## src/rtl/cfe_map.svh

```systemverilog
`ifndef CFE_MAP_SVH
`define CFE_MAP_SVH

// system clock rate and timebase
`define CFE_CLK_HZ        20000000
`define CFE_TICK_MS       1000
`define CFE_TICK_CYC      (`CFE_CLK_HZ / 1000 * `CFE_TICK_MS)

// supply thresholds in tenths of a volt
`define CFE_PF_LOW_DV     10'h0A0
`define CFE_PF_HIGH_DV    10'h0D2

// mute length
`define CFE_MUTE_MIN      30
`define CFE_MUTE_TICKS    (`CFE_MUTE_MIN * 60)

// suggested setup defaults, seconds
`define CFE_DEF_ALARM_S   16'h003C
`define CFE_DEF_SUPPLY_S  16'h012C

`endif

```

## src/rtl/cfe_pkg.sv

```systemverilog
package cfe_pkg;

  typedef logic signed [15:0] cfe_temp_t;
  typedef logic [15:0]        cfe_secs_t;
  typedef logic [9:0]         cfe_volt_t;

  typedef enum logic [1:0] {
    st_idle    = 2'b00,
    st_bypass  = 2'b01,
    st_cool    = 2'b10,
    st_lockout = 2'b11
  } cfe_mode_e;

  typedef struct packed {
    cfe_temp_t temp_a;
    cfe_temp_t temp_b;
    cfe_temp_t coil;
    cfe_temp_t inlet;
    logic      a_valid;
    logic      b_valid;
    logic      coil_valid;
    logic      inlet_valid;
    cfe_volt_t supply;
    logic      on_battery;
    logic      lid_open;
    logic      mute_press;
    logic      power_gone;
  } cfe_sense_s;

  typedef struct packed {
    cfe_temp_t max_chamber;
    cfe_temp_t deadband;
    cfe_temp_t coil_min;
    cfe_temp_t inlet_sp;
    cfe_temp_t a_low;
    cfe_temp_t a_high;
    cfe_temp_t b_low;
    cfe_temp_t b_high;
    logic      bypass_en;
    logic      ct_en;
    logic      a_en;
    logic      b_en;
    logic      lid_fitted;
    cfe_secs_t coil_fail_t;
    cfe_secs_t inlet_fail_t;
    cfe_secs_t a_fail_t;
    cfe_secs_t b_fail_t;
    cfe_secs_t a_low_t;
    cfe_secs_t a_high_t;
    cfe_secs_t b_low_t;
    cfe_secs_t b_high_t;
    cfe_secs_t cool_t;
    cfe_secs_t supply_t;
    cfe_secs_t stuck_open_t;
    cfe_secs_t stuck_closed_t;
    cfe_secs_t lid_t;
    cfe_secs_t batt_t;
    cfe_secs_t log_t;
  } cfe_cfg_s;

  typedef struct packed {
    logic cooling;
    logic bypassing;
    logic coil_sensor_fault_event;
    logic inlet_fault;
    logic probe_a_fault_event;
    logic probe_b_fault_event;
    logic probe_a_low_event;
    logic probe_a_high;
    logic probe_b_low_event;
    logic probe_b_high;
    logic cool_time;
    logic supply_timeout_event;
    logic stuck_open;
    logic valve_stuck_closed_event;
    logic lid_ajar_event;
    logic power_loss_event;
    logic on_battery;
    logic battery_low_event;
    logic muted;
  } cfe_evt_s;

endpackage

```

## src/rtl/cfe_event_supervisor.sv

```systemverilog
`timescale 1ns/1ps
`include "cfe_map.svh"
// Function
// - cool when chamber above max setpoint and bypass has finished
// - cooling entry from idle blocked by cold coil or enabled bypass with hot inlet
// - cooling ends below max minus deadband or on cold coil
// - bypass when enabled, chamber below max and inlet above setpoint
// - no bypass when disabled, inlet cold or inlet sensor failed
// - bypass ends on cold inlet or when supply delay elapses
// - each sensor fault after out-of-range alarm time; clears when valid
// - probe A low alarm after low alarm time while enabled
// - probe A low alarm ends above setpoint or when disabled
// - probe A high alarm after high alarm time while enabled
// - probe A high alarm ends below setpoint or when disabled
// - probe B low and high alarms behave the same way
// - cooling time alarm after long cooling; cooling held off until cleared
// - supply alarm after bypass time; switch to cooling, end at once
// - stuck open and stuck closed valve alarms from inlet temperature
// - lid alarm only with switch fitted and open past alarm time
// - power failure below 16 V or total loss; ends above 21 V
// - total loss reported once at power-down, logged at next start-up
// - total loss event suppressed after restart request
// - battery event follows running on battery power
// - low battery after time below 21 V on battery; ends above 21 V
// - mute toggles on press and ends after 30 minutes
// - log request on every event change and every log interval
module cfe_event_supervisor #(
  parameter int unsigned TICK_CYC = `CFE_TICK_CYC
) (
  // clock and reset
  input  wire logic                i_sys_clk,
  input  wire logic                i_arst_n,
  // sensors and setup
  input  wire cfe_pkg::cfe_sense_s i_sense,
  input  wire cfe_pkg::cfe_cfg_s   i_cfg,
  // operator and power requests
  input  wire logic                i_ct_clear,
  input  wire logic                i_restart_req,
  input  wire logic                i_pf_boot_pending,
  // valves
  output logic                     o_cool_valve,
  output logic                     o_bypass_valve,
  // events and log
  output cfe_pkg::cfe_evt_s        o_events,
  output logic                     o_log_req,
  output logic                     o_pf_report,
  output logic                     o_pf_store
);
  import cfe_pkg::*;

  localparam int T_COIL  = 0;
  localparam int T_INLET = 1;
  localparam int T_AF    = 2;
  localparam int T_BF    = 3;
  localparam int T_AL    = 4;
  localparam int T_AH    = 5;
  localparam int T_BL    = 6;
  localparam int T_BH    = 7;
  localparam int T_CT    = 8;
  localparam int T_SUP   = 9;
  localparam int T_SO    = 10;
  localparam int T_SC    = 11;
  localparam int T_LID   = 12;
  localparam int T_BATT  = 13;
  localparam int N_TMR   = 14;

  function automatic logic lt_s(input cfe_temp_t a, input cfe_temp_t b);
    return a < b;
  endfunction

  logic [24:0]        tick_cnt_ff;
  logic               tick_ff;
  logic [N_TMR-1:0]   tm_cond;
  logic [N_TMR-1:0]   tm_done;
  cfe_secs_t          tm_lim [N_TMR];
  cfe_mode_e          mode_ff;
  cfe_mode_e          nxt_mode;
  cfe_evt_s           evt_ff;
  cfe_evt_s           nxt_evt;
  cfe_temp_t          chamber;
  logic signed [16:0] cool_floor;
  logic               warm;
  logic               below_max;
  logic               coil_cold;
  logic               inlet_hot;
  logic               inlet_cold;
  logic               cool_exit;
  logic               cool_block;
  logic               bypass_ok;
  logic               valves_open;
  logic               pf_low;
  logic               supply_hi;
  logic               restart_armed_ff;
  logic               gone_ff;
  logic               loss_edge;
  logic               pf_set;
  logic               pf_ff;
  logic               pf_report_ff;
  logic               pf_store_ff;
  logic               boot_seen_ff;
  logic               boot_log;
  logic               bv_ff;
  logic               mute_ff;
  logic [10:0]        mute_cnt_ff;
  cfe_secs_t          per_cnt_ff;
  logic               per_hit;
  logic               log_ff;

  // one second timebase
  always_ff @(posedge i_sys_clk or negedge i_arst_n) begin
    if (!i_arst_n) begin
      tick_cnt_ff <= 25'h0000000;
      tick_ff     <= 1'b0;
    end else if (tick_cnt_ff == 25'(TICK_CYC - 1)) begin
      tick_cnt_ff <= 25'h0000000;
      tick_ff     <= 1'b1;
    end else begin
      tick_cnt_ff <= tick_cnt_ff + 25'h0000001;
      tick_ff     <= 1'b0;
    end
  end

  // temperature comparisons
  assign chamber    = (i_cfg.a_en && i_sense.a_valid) ? i_sense.temp_a
                                                      : i_sense.temp_b;
  assign cool_floor = {i_cfg.max_chamber[15], i_cfg.max_chamber}
                    - {i_cfg.deadband[15], i_cfg.deadband};
  assign warm       = lt_s(i_cfg.max_chamber, chamber);
  assign below_max  = lt_s(chamber, i_cfg.max_chamber);
  assign coil_cold  = lt_s(i_sense.coil, i_cfg.coil_min);
  assign inlet_hot  = lt_s(i_cfg.inlet_sp, i_sense.inlet);
  assign inlet_cold = lt_s(i_sense.inlet, i_cfg.inlet_sp);
  assign cool_exit  = ($signed({chamber[15], chamber}) < cool_floor)
                   || coil_cold;
  assign cool_block = coil_cold || (i_cfg.bypass_en && inlet_hot);
  assign bypass_ok  = i_cfg.bypass_en && inlet_hot
                   && !evt_ff.inlet_fault;
  assign valves_open = (mode_ff == st_cool) || (mode_ff == st_bypass);

  // dwell timer conditions and limits
  always_comb begin
    tm_cond         = '0;
    tm_cond[T_COIL] = !i_sense.coil_valid;
    tm_cond[T_INLET] = !i_sense.inlet_valid;
    tm_cond[T_AF]   = !i_sense.a_valid;
    tm_cond[T_BF]   = !i_sense.b_valid;
    tm_cond[T_AL]   = i_cfg.a_en && lt_s(i_sense.temp_a, i_cfg.a_low);
    tm_cond[T_AH]   = i_cfg.a_en && lt_s(i_cfg.a_high, i_sense.temp_a);
    tm_cond[T_BL]   = i_cfg.b_en && lt_s(i_sense.temp_b, i_cfg.b_low);
    tm_cond[T_BH]   = i_cfg.b_en && lt_s(i_cfg.b_high, i_sense.temp_b);
    tm_cond[T_CT]   = i_cfg.ct_en && (mode_ff == st_cool);
    tm_cond[T_SUP]  = mode_ff == st_bypass;
    tm_cond[T_SO]   = !valves_open && inlet_cold;
    tm_cond[T_SC]   = valves_open && inlet_hot;
    tm_cond[T_LID]  = i_cfg.lid_fitted && i_sense.lid_open;
    tm_cond[T_BATT] = i_sense.on_battery && !supply_hi
                   && (i_sense.supply != `CFE_PF_HIGH_DV);
  end
  // low and high probe alarms end as soon as their condition drops

  always_comb begin
    tm_lim[T_COIL]  = i_cfg.coil_fail_t;
    tm_lim[T_INLET] = i_cfg.inlet_fail_t;
    tm_lim[T_AF]    = i_cfg.a_fail_t;
    tm_lim[T_BF]    = i_cfg.b_fail_t;
    tm_lim[T_AL]    = i_cfg.a_low_t;
    tm_lim[T_AH]    = i_cfg.a_high_t;
    tm_lim[T_BL]    = i_cfg.b_low_t;
    tm_lim[T_BH]    = i_cfg.b_high_t;
    tm_lim[T_CT]    = i_cfg.cool_t;
    tm_lim[T_SUP]   = i_cfg.supply_t;
    tm_lim[T_SO]    = i_cfg.stuck_open_t;
    tm_lim[T_SC]    = i_cfg.stuck_closed_t;
    tm_lim[T_LID]   = i_cfg.lid_t;
    tm_lim[T_BATT]  = i_cfg.batt_t;
  end

  for (genvar g = 0; g < N_TMR; g++) begin : g_tmr
    cfe_dwell_timer u_tmr (
      .i_sys_clk (i_sys_clk),
      .i_arst_n  (i_arst_n),
      .i_tick    (tick_ff),
      .i_cond    (tm_cond[g]),
      .i_limit   (tm_lim[g]),
      .o_done    (tm_done[g])
    );
  end

  // cooling and bypass state machine
  always_comb begin
    nxt_mode = mode_ff;
    case (mode_ff)
      st_idle: begin
        if (below_max && bypass_ok) begin
          nxt_mode = st_bypass;
        end else if (warm && !cool_block) begin
          nxt_mode = st_cool;
        end
      end
      st_bypass: begin
        if (tm_done[T_SUP]) begin
          nxt_mode = st_cool;
        end else if (inlet_cold) begin
          nxt_mode = st_idle;
        end
      end
      st_cool: begin
        if (tm_done[T_CT]) begin
          nxt_mode = st_lockout;
        end else if (cool_exit) begin
          nxt_mode = st_idle;
        end
      end
      st_lockout: begin
        if (i_ct_clear) begin
          nxt_mode = st_idle;
        end
      end
      default: nxt_mode = st_idle;
    endcase
  end

  always_ff @(posedge i_sys_clk or negedge i_arst_n) begin
    if (!i_arst_n) begin
      mode_ff <= st_idle;
    end else begin
      mode_ff <= nxt_mode;
    end
  end

  // power failure and total loss handling
  assign pf_low    = i_sense.supply < `CFE_PF_LOW_DV;
  assign supply_hi = i_sense.supply > `CFE_PF_HIGH_DV;
  assign loss_edge = i_sense.power_gone && !gone_ff
                  && !restart_armed_ff;
  assign pf_set    = pf_low || (i_sense.power_gone
                  && !restart_armed_ff);

  always_ff @(posedge i_sys_clk or negedge i_arst_n) begin
    if (!i_arst_n) begin
      restart_armed_ff <= 1'b0;
      gone_ff          <= 1'b0;
      pf_ff            <= 1'b0;
      pf_report_ff     <= 1'b0;
      pf_store_ff      <= 1'b0;
    end else begin
      gone_ff      <= i_sense.power_gone;
      pf_report_ff <= loss_edge;
      if (i_restart_req) begin
        restart_armed_ff <= 1'b1;
      end
      if (loss_edge) begin
        pf_store_ff <= 1'b1;
      end
      if (pf_set) begin
        pf_ff <= 1'b1;
      end else if (supply_hi) begin
        pf_ff <= 1'b0;
      end
    end
  end

  // start-up capture of a pending total loss
  assign boot_log = !boot_seen_ff && i_pf_boot_pending;

  always_ff @(posedge i_sys_clk or negedge i_arst_n) begin
    if (!i_arst_n) begin
      boot_seen_ff <= 1'b0;
    end else begin
      boot_seen_ff <= 1'b1;
    end
  end

  // low battery latch
  always_ff @(posedge i_sys_clk or negedge i_arst_n) begin
    if (!i_arst_n) begin
      bv_ff <= 1'b0;
    end else if (tm_done[T_BATT]) begin
      bv_ff <= 1'b1;
    end else if (supply_hi) begin
      bv_ff <= 1'b0;
    end
  end

  // alarm mute
  always_ff @(posedge i_sys_clk or negedge i_arst_n) begin
    if (!i_arst_n) begin
      mute_ff     <= 1'b0;
      mute_cnt_ff <= 11'h000;
    end else if (i_sense.mute_press) begin
      mute_ff     <= !mute_ff;
      mute_cnt_ff <= 11'h000;
    end else if (mute_ff && tick_ff) begin
      if (mute_cnt_ff == 11'(`CFE_MUTE_TICKS - 1)) begin
        mute_ff <= 1'b0;
      end
      mute_cnt_ff <= mute_cnt_ff + 11'h001;
    end
  end

  // event vector
  always_comb begin
    nxt_evt                          = '0;
    nxt_evt.cooling                  = nxt_mode == st_cool;
    nxt_evt.bypassing                = nxt_mode == st_bypass;
    nxt_evt.coil_sensor_fault_event  = tm_done[T_COIL];
    nxt_evt.inlet_fault              = tm_done[T_INLET];
    nxt_evt.probe_a_fault_event      = tm_done[T_AF];
    nxt_evt.probe_b_fault_event      = tm_done[T_BF];
    nxt_evt.probe_a_low_event        = tm_done[T_AL];
    nxt_evt.probe_a_high             = tm_done[T_AH];
    nxt_evt.probe_b_low_event        = tm_done[T_BL];
    nxt_evt.probe_b_high             = tm_done[T_BH];
    nxt_evt.cool_time                = nxt_mode == st_lockout;
    nxt_evt.supply_timeout_event     = (mode_ff == st_bypass)
                                    && tm_done[T_SUP];
    nxt_evt.stuck_open               = tm_done[T_SO];
    nxt_evt.valve_stuck_closed_event = tm_done[T_SC];
    nxt_evt.lid_ajar_event           = tm_done[T_LID];
    nxt_evt.power_loss_event         = pf_ff;
    nxt_evt.on_battery               = i_sense.on_battery;
    nxt_evt.battery_low_event        = bv_ff;
    nxt_evt.muted                    = mute_ff;
  end

  // periodic log interval
  assign per_hit = tick_ff && (i_cfg.log_t != 16'h0000)
                && (per_cnt_ff >= i_cfg.log_t - 16'h0001);

  always_ff @(posedge i_sys_clk or negedge i_arst_n) begin
    if (!i_arst_n) begin
      per_cnt_ff <= 16'h0000;
    end else if (per_hit) begin
      per_cnt_ff <= 16'h0000;
    end else if (tick_ff) begin
      per_cnt_ff <= per_cnt_ff + 16'h0001;
    end
  end

  always_ff @(posedge i_sys_clk or negedge i_arst_n) begin
    if (!i_arst_n) begin
      evt_ff <= '0;
      log_ff <= 1'b0;
    end else begin
      evt_ff <= nxt_evt;
      log_ff <= (nxt_evt != evt_ff) || per_hit || boot_log;
    end
  end

  assign o_events       = evt_ff;
  assign o_cool_valve   = evt_ff.cooling;
  assign o_bypass_valve = evt_ff.bypassing;
  assign o_log_req      = log_ff;
  assign o_pf_report    = pf_report_ff;
  assign o_pf_store     = pf_store_ff;
endmodule

```

## src/rtl/cfe_dwell_timer.sv

```systemverilog
`timescale 1ns/1ps
module cfe_dwell_timer (
  // clock and reset
  input  wire logic              i_sys_clk,
  input  wire logic              i_arst_n,
  // timebase and condition
  input  wire logic              i_tick,
  input  wire logic              i_cond,
  input  wire cfe_pkg::cfe_secs_t i_limit,
  // result
  output logic                   o_done
);
  import cfe_pkg::*;

  cfe_secs_t cnt_ff;

  // counts ticks while the condition holds, restarts when it drops
  always_ff @(posedge i_sys_clk or negedge i_arst_n) begin
    if (!i_arst_n) begin
      cnt_ff <= 16'h0000;
    end else if (!i_cond) begin
      cnt_ff <= 16'h0000;
    end else if (i_tick && (cnt_ff < i_limit)) begin
      cnt_ff <= cnt_ff + 16'h0001;
    end
  end

  assign o_done = i_cond && (cnt_ff >= i_limit);

endmodule

```

## config.mk

```make
export PLATFORM = sky130hd
export DESIGN_NAME = cfe_event_supervisor
export DESIGN_NICKNAME = d
export VERILOG_FILES = /design/src/rtl/cfe_pkg.sv /design/src/rtl/cfe_event_supervisor.sv /design/src/rtl/cfe_dwell_timer.sv
export VERILOG_INCLUDE_DIRS = /design/src /design/src/rtl
export SDC_FILE = /design/constraint.sdc
export NUM_CORES = 1
export LEC_CHECK = 0
export BUFFER_PORTS_ARGS = -buffer_cell sky130_fd_sc_hd__buf_2
export CORE_MARGIN = 4
export CORE_UTILIZATION = 57
export DETAILED_ROUTE_END_ITERATION = 10
export MAX_ROUTING_LAYER = met4
export PLACE_DENSITY = 0.82
export SYNTH_ARGS = -nofsm -noshare
export SYNTH_HDL_FRONTEND = slang
export SYNTH_SLANG_ARGS = --single-unit
```

## constraint.sdc

```tcl
create_clock -name i_sys_clk -period 3.48 [get_ports i_sys_clk]
set_clock_uncertainty 0.2 [all_clocks]
set_input_delay 0.348 -clock i_sys_clk [delete_from_list [all_inputs] [get_ports i_sys_clk]]
set_output_delay 0.348 -clock i_sys_clk [all_outputs]
set_load 0.02 [all_outputs]
```

==> summary.md <==
| Metric | Value |
|---|---|
| Status | complete, but fails checks |
| Failing checks | setup timing |
| Synth Instances | 2896 |
| Ratio of cells with drive above 1 in the final layout | 22.0% |
| Most common cell after layout, fill and taps aside | buf_2 |
| Critical path data required time | 3.68 ns |
| Site Rows | 76 |
| Endpoint with the worst hold slack | pf_ff |
| First-pass DRT Iterations | 5 |
| Unrepaired setup endpoints after global routing | yes |
| Port bufs | 483 |
| Crit Path Class | in -> reg |
| Routability cong. | 0.997 |
| # DRC | 0 |
| VDD IR max | 0.000387 V |
| Total GRT Usage | 31.8% |
| Setup Total Neg Slack | -2.95 ns |
| Post-synthesis async set-or-reset flop share | 100% |
| Routed Antenna Nets | 0 |
| Most frequent cells in the layout | 478 x buf_2, 405 x inv_1, 398 x ha_1 |
| Ys Warns | 0 |
| Final Max Tran Viols | 0 |
| R2R Path Start | g_tmr[8].u_tmr.cnt_ff[0] |
| Syn nets | 3758 |
| Finished Layout Cells | 4187 |
| Root buffer cell | clkbuf_16 |
| Crit start category | input pin |
| Setup crit end kind | register |
| Hold WC Path Type | in -> reg |
| Final WL | 75.4 mm |
| Clock buffer depth | 3 |
| Final period util | 121% |
| Largest net degree at the start of global routing | 95 |
| Mean Syn Cell Area | 8.59 µm² |
| Core area | 43100 µm² |
| First-pass GRT wire length | 119 mm |
| Final hold vios | 0 |
| Vias in the first global route | 24200 |
| Clk sinks | 307 |
| Post-synth EDFFs | 0 |
| DR iter-0 viols | 1259 |
| Placed cells | 4093 |
| Worst Setup Slack, final | -0.723 ns |
| TritonCTS clock tree | yes |
| Reg clk slew, reported paths | 0.06 ns |
| Netlist cell types | 82 |
| Top cell type by total area after synthesis | dfrtp_1 |
| Post-DP HPWL | 61.2 mm |
| Nets | 4428 |
| Reg2Reg Setup Slack | -0.11 ns |
| CP dominant cell by count | o21ai_2 |
| Final count of negative-setup-slack endpoints | 6 |
| Worst-Margin Slew | 1.20 ns |
| Arr. time, crit path | 4.40 ns |
| Routed len/inst | 18.0 µm |
| Worst Min Path Start | i_sense[10] |
| Leakage | 0.0167 µW |
| Max_cap viols | 0 |
| Register area share after synthesis | 30.9% |
| Crit-path max cell delay | 0.39 ns |
| Crit-path slowest cell | o311a_4 |
| Post-layout total power | 9670 µW |
| Antenna violations before repair | 8 |
| Primary FF master, synth | dfrtp_1 |
| I/O pin count | 484 |
| Starting density of the core | 57.8% |
| Cell Pwr Density | 313 nW/µm² |
| FF-to-FF path depth | 13 |
| Area added between synthesis and finish | 24.0% |
| Via count | 23600 |
| Vias per std cell | 5.63 |
| Top cells by area, synth | dfrtp_1 31%, ha_1 20%, inv_1 6.2% |
| Minimum clock period after layout | 4.20 ns |
| Relative slew slack | 19.5% |
| Fin util | 71.6% |
| Max Fclk | 238 MHz |
| Die area | 47100 µm² |
| Syn Std Cell Area | 24900 µm² |
| Die Y | 217 µm |
| Crit Reg-Reg Endpoint | o_log_req |
| Hold path depth | 3 |
| Grt total ovfl | 0 |
| CP max FO | 3 |
| Cts bufs inserted | 37 |
| Clk_lat worst skew | 0.54 ns |
| Top-area cell type share of the netlist area | 30.9% |
| DIE WIDTH | 217 µm |
| CTS H-tree depth | 2 |
| Register bit count reported by yosys | 307 |
## cells in the mapped netlist (9+ instances only)
master,instances
nand4_1,97
xnor2_1,101
o21ai_0,115
or2_2,9
xor2_1,149
a21o_1,94
or3_1,44
a21oi_1,130
nand3_1,113
o2111ai_1,10
inv_1,409
and2_1,23
nor2b_1,34
and3_1,53
and4_1,23
o21a_1,23
ha_1,401
mux2i_1,17
nor4_1,16
nand2_1,175
o211ai_1,9
clkbuf_1,36
nor3_1,43
a2111oi_0,10
nand2b_1,18
dfrtp_1,307
nor2_1,302
a31oi_1,9
a211oi_1,14
## area by class of cell
type / instances / area (µm²)
Antenna cell: 10 / 25.0
Clock buffer: 52 / 1100
Clock inverter: 13 / 129
Fill cell: 3322 / 12200
Inverter: 409 / 1540
Multi-Input combinational cell: 2140 / 15700
Sequential cell: 307 / 7680
Tap cell: 585 / 732
Timing Repair Buffer: 671 / 3960
## registers in the layout (all words and copies together), names as in the netlist
name,cells
restart_armed_ff,1
boot_seen_ff,1
bv_ff,1
o_log_req,1
g_tmr.u_tmr.cnt_ff,224
o_cool_valve,1
o_pf_store,1
per_cnt_ff,16
o_events,17
tick_ff,1
mute_cnt_ff,11
o_pf_report,1
mode_ff,2
pf_ff,1
gone_ff,1
tick_cnt_ff,25
o_bypass_valve,1
mute_ff,1
## report_power, final
group          switching (µW)  internal (µW)  total [µW]  leakage (µW)
logic                    1180            916        2090        0.0119
clock network            1540           2370        3910      0.000613
registers                55.0           3610        3670       0.00417
## metal layers
metal / global-route usage [%] / routed length, µm / vias to the layer above / part of all wire [%]
li1: - / - / 11300 / -
met1: 36.0 / 29600 / 11300 / 39
met2: 56.0 / 37700 / 730 / 50
met3: 4.97 / 4330 / 206 / 5.7
met4: 13.9 / 3800 / 0 / 5.0
met5: - / 0 / - / 0
## per-stage QoR
stage               worst slack, ns  area [µm²]  hold slack [ns]
finish                       -0.723       30800           0.0451
global route                 -0.908       30800           0.0723
CTS                          -0.582       30700           0.0156
detailed placement            -1.33       29200            0.205
global placement              -1.15       29200            0.191
floorplan                    -0.679       24900           -0.148
## cells by family (layout without fill, tap and decap cells)
| kind of cell | after synthesis | in the layout | share of synthesized area [%] |
|---|---|---|---|
| adder cells (fa/ha/maj) | 402 | 402 | 20.2 |
| AO/OA/AOI/OAI | 489 | 489 | 12.9 |
| buffers and inverters | 449 | 1145 | 6.81 |
| multiplexers | 19 | 19 | 0.774 |
| other | 1 | 11 | 0.0151 |
| AND/OR/NAND/NOR | 979 | 979 | 19.6 |
| flip-flops | 307 | 307 | 30.9 |
| XOR/XNOR | 250 | 250 | 8.80 |
## repair_timing
item                                    4_1_cts  5_1_grt
hold endpoints to repair                    120        0
pin swaps                                    18       38
resized for setup                            19       31
endpoints found under the setup margin        6       31
setup buffers                                 8        3
hold buffers                                  8        0
## worst max-delay path: cells and delay by family
family / cells / cell delay, ns
AOI/OAI and AO/OA: 14 / 2.65
buffers and inverters: 3 / 0.28
adders and majority gates: 2 / 0.47
xor gates and xnor gates: 1 / 0.15
and+or+nand+nor: 5 / 0.52
## how the worst max path moves through the flow
| stage | startpoint | to | slack [ns] | depth (start not counted) |
|---|---|---|---|---|
| after CTS | i_cfg[357] | o_log_req | -0.58 | 24 |
| after global placement | i_cfg[342] | o_log_req | -1.15 | 24 |
| after detailed placement | i_cfg[357] | o_log_req | -1.33 | 26 |
| after global routing | i_cfg[342] | o_log_req | -0.91 | 25 |
| final | i_cfg[342] | o_log_req | -0.72 | 25 |
| after floorplan | i_cfg[358] | o_log_req | -0.68 | 22 |
No activity file was read; power rests on OpenSTA's default activity.
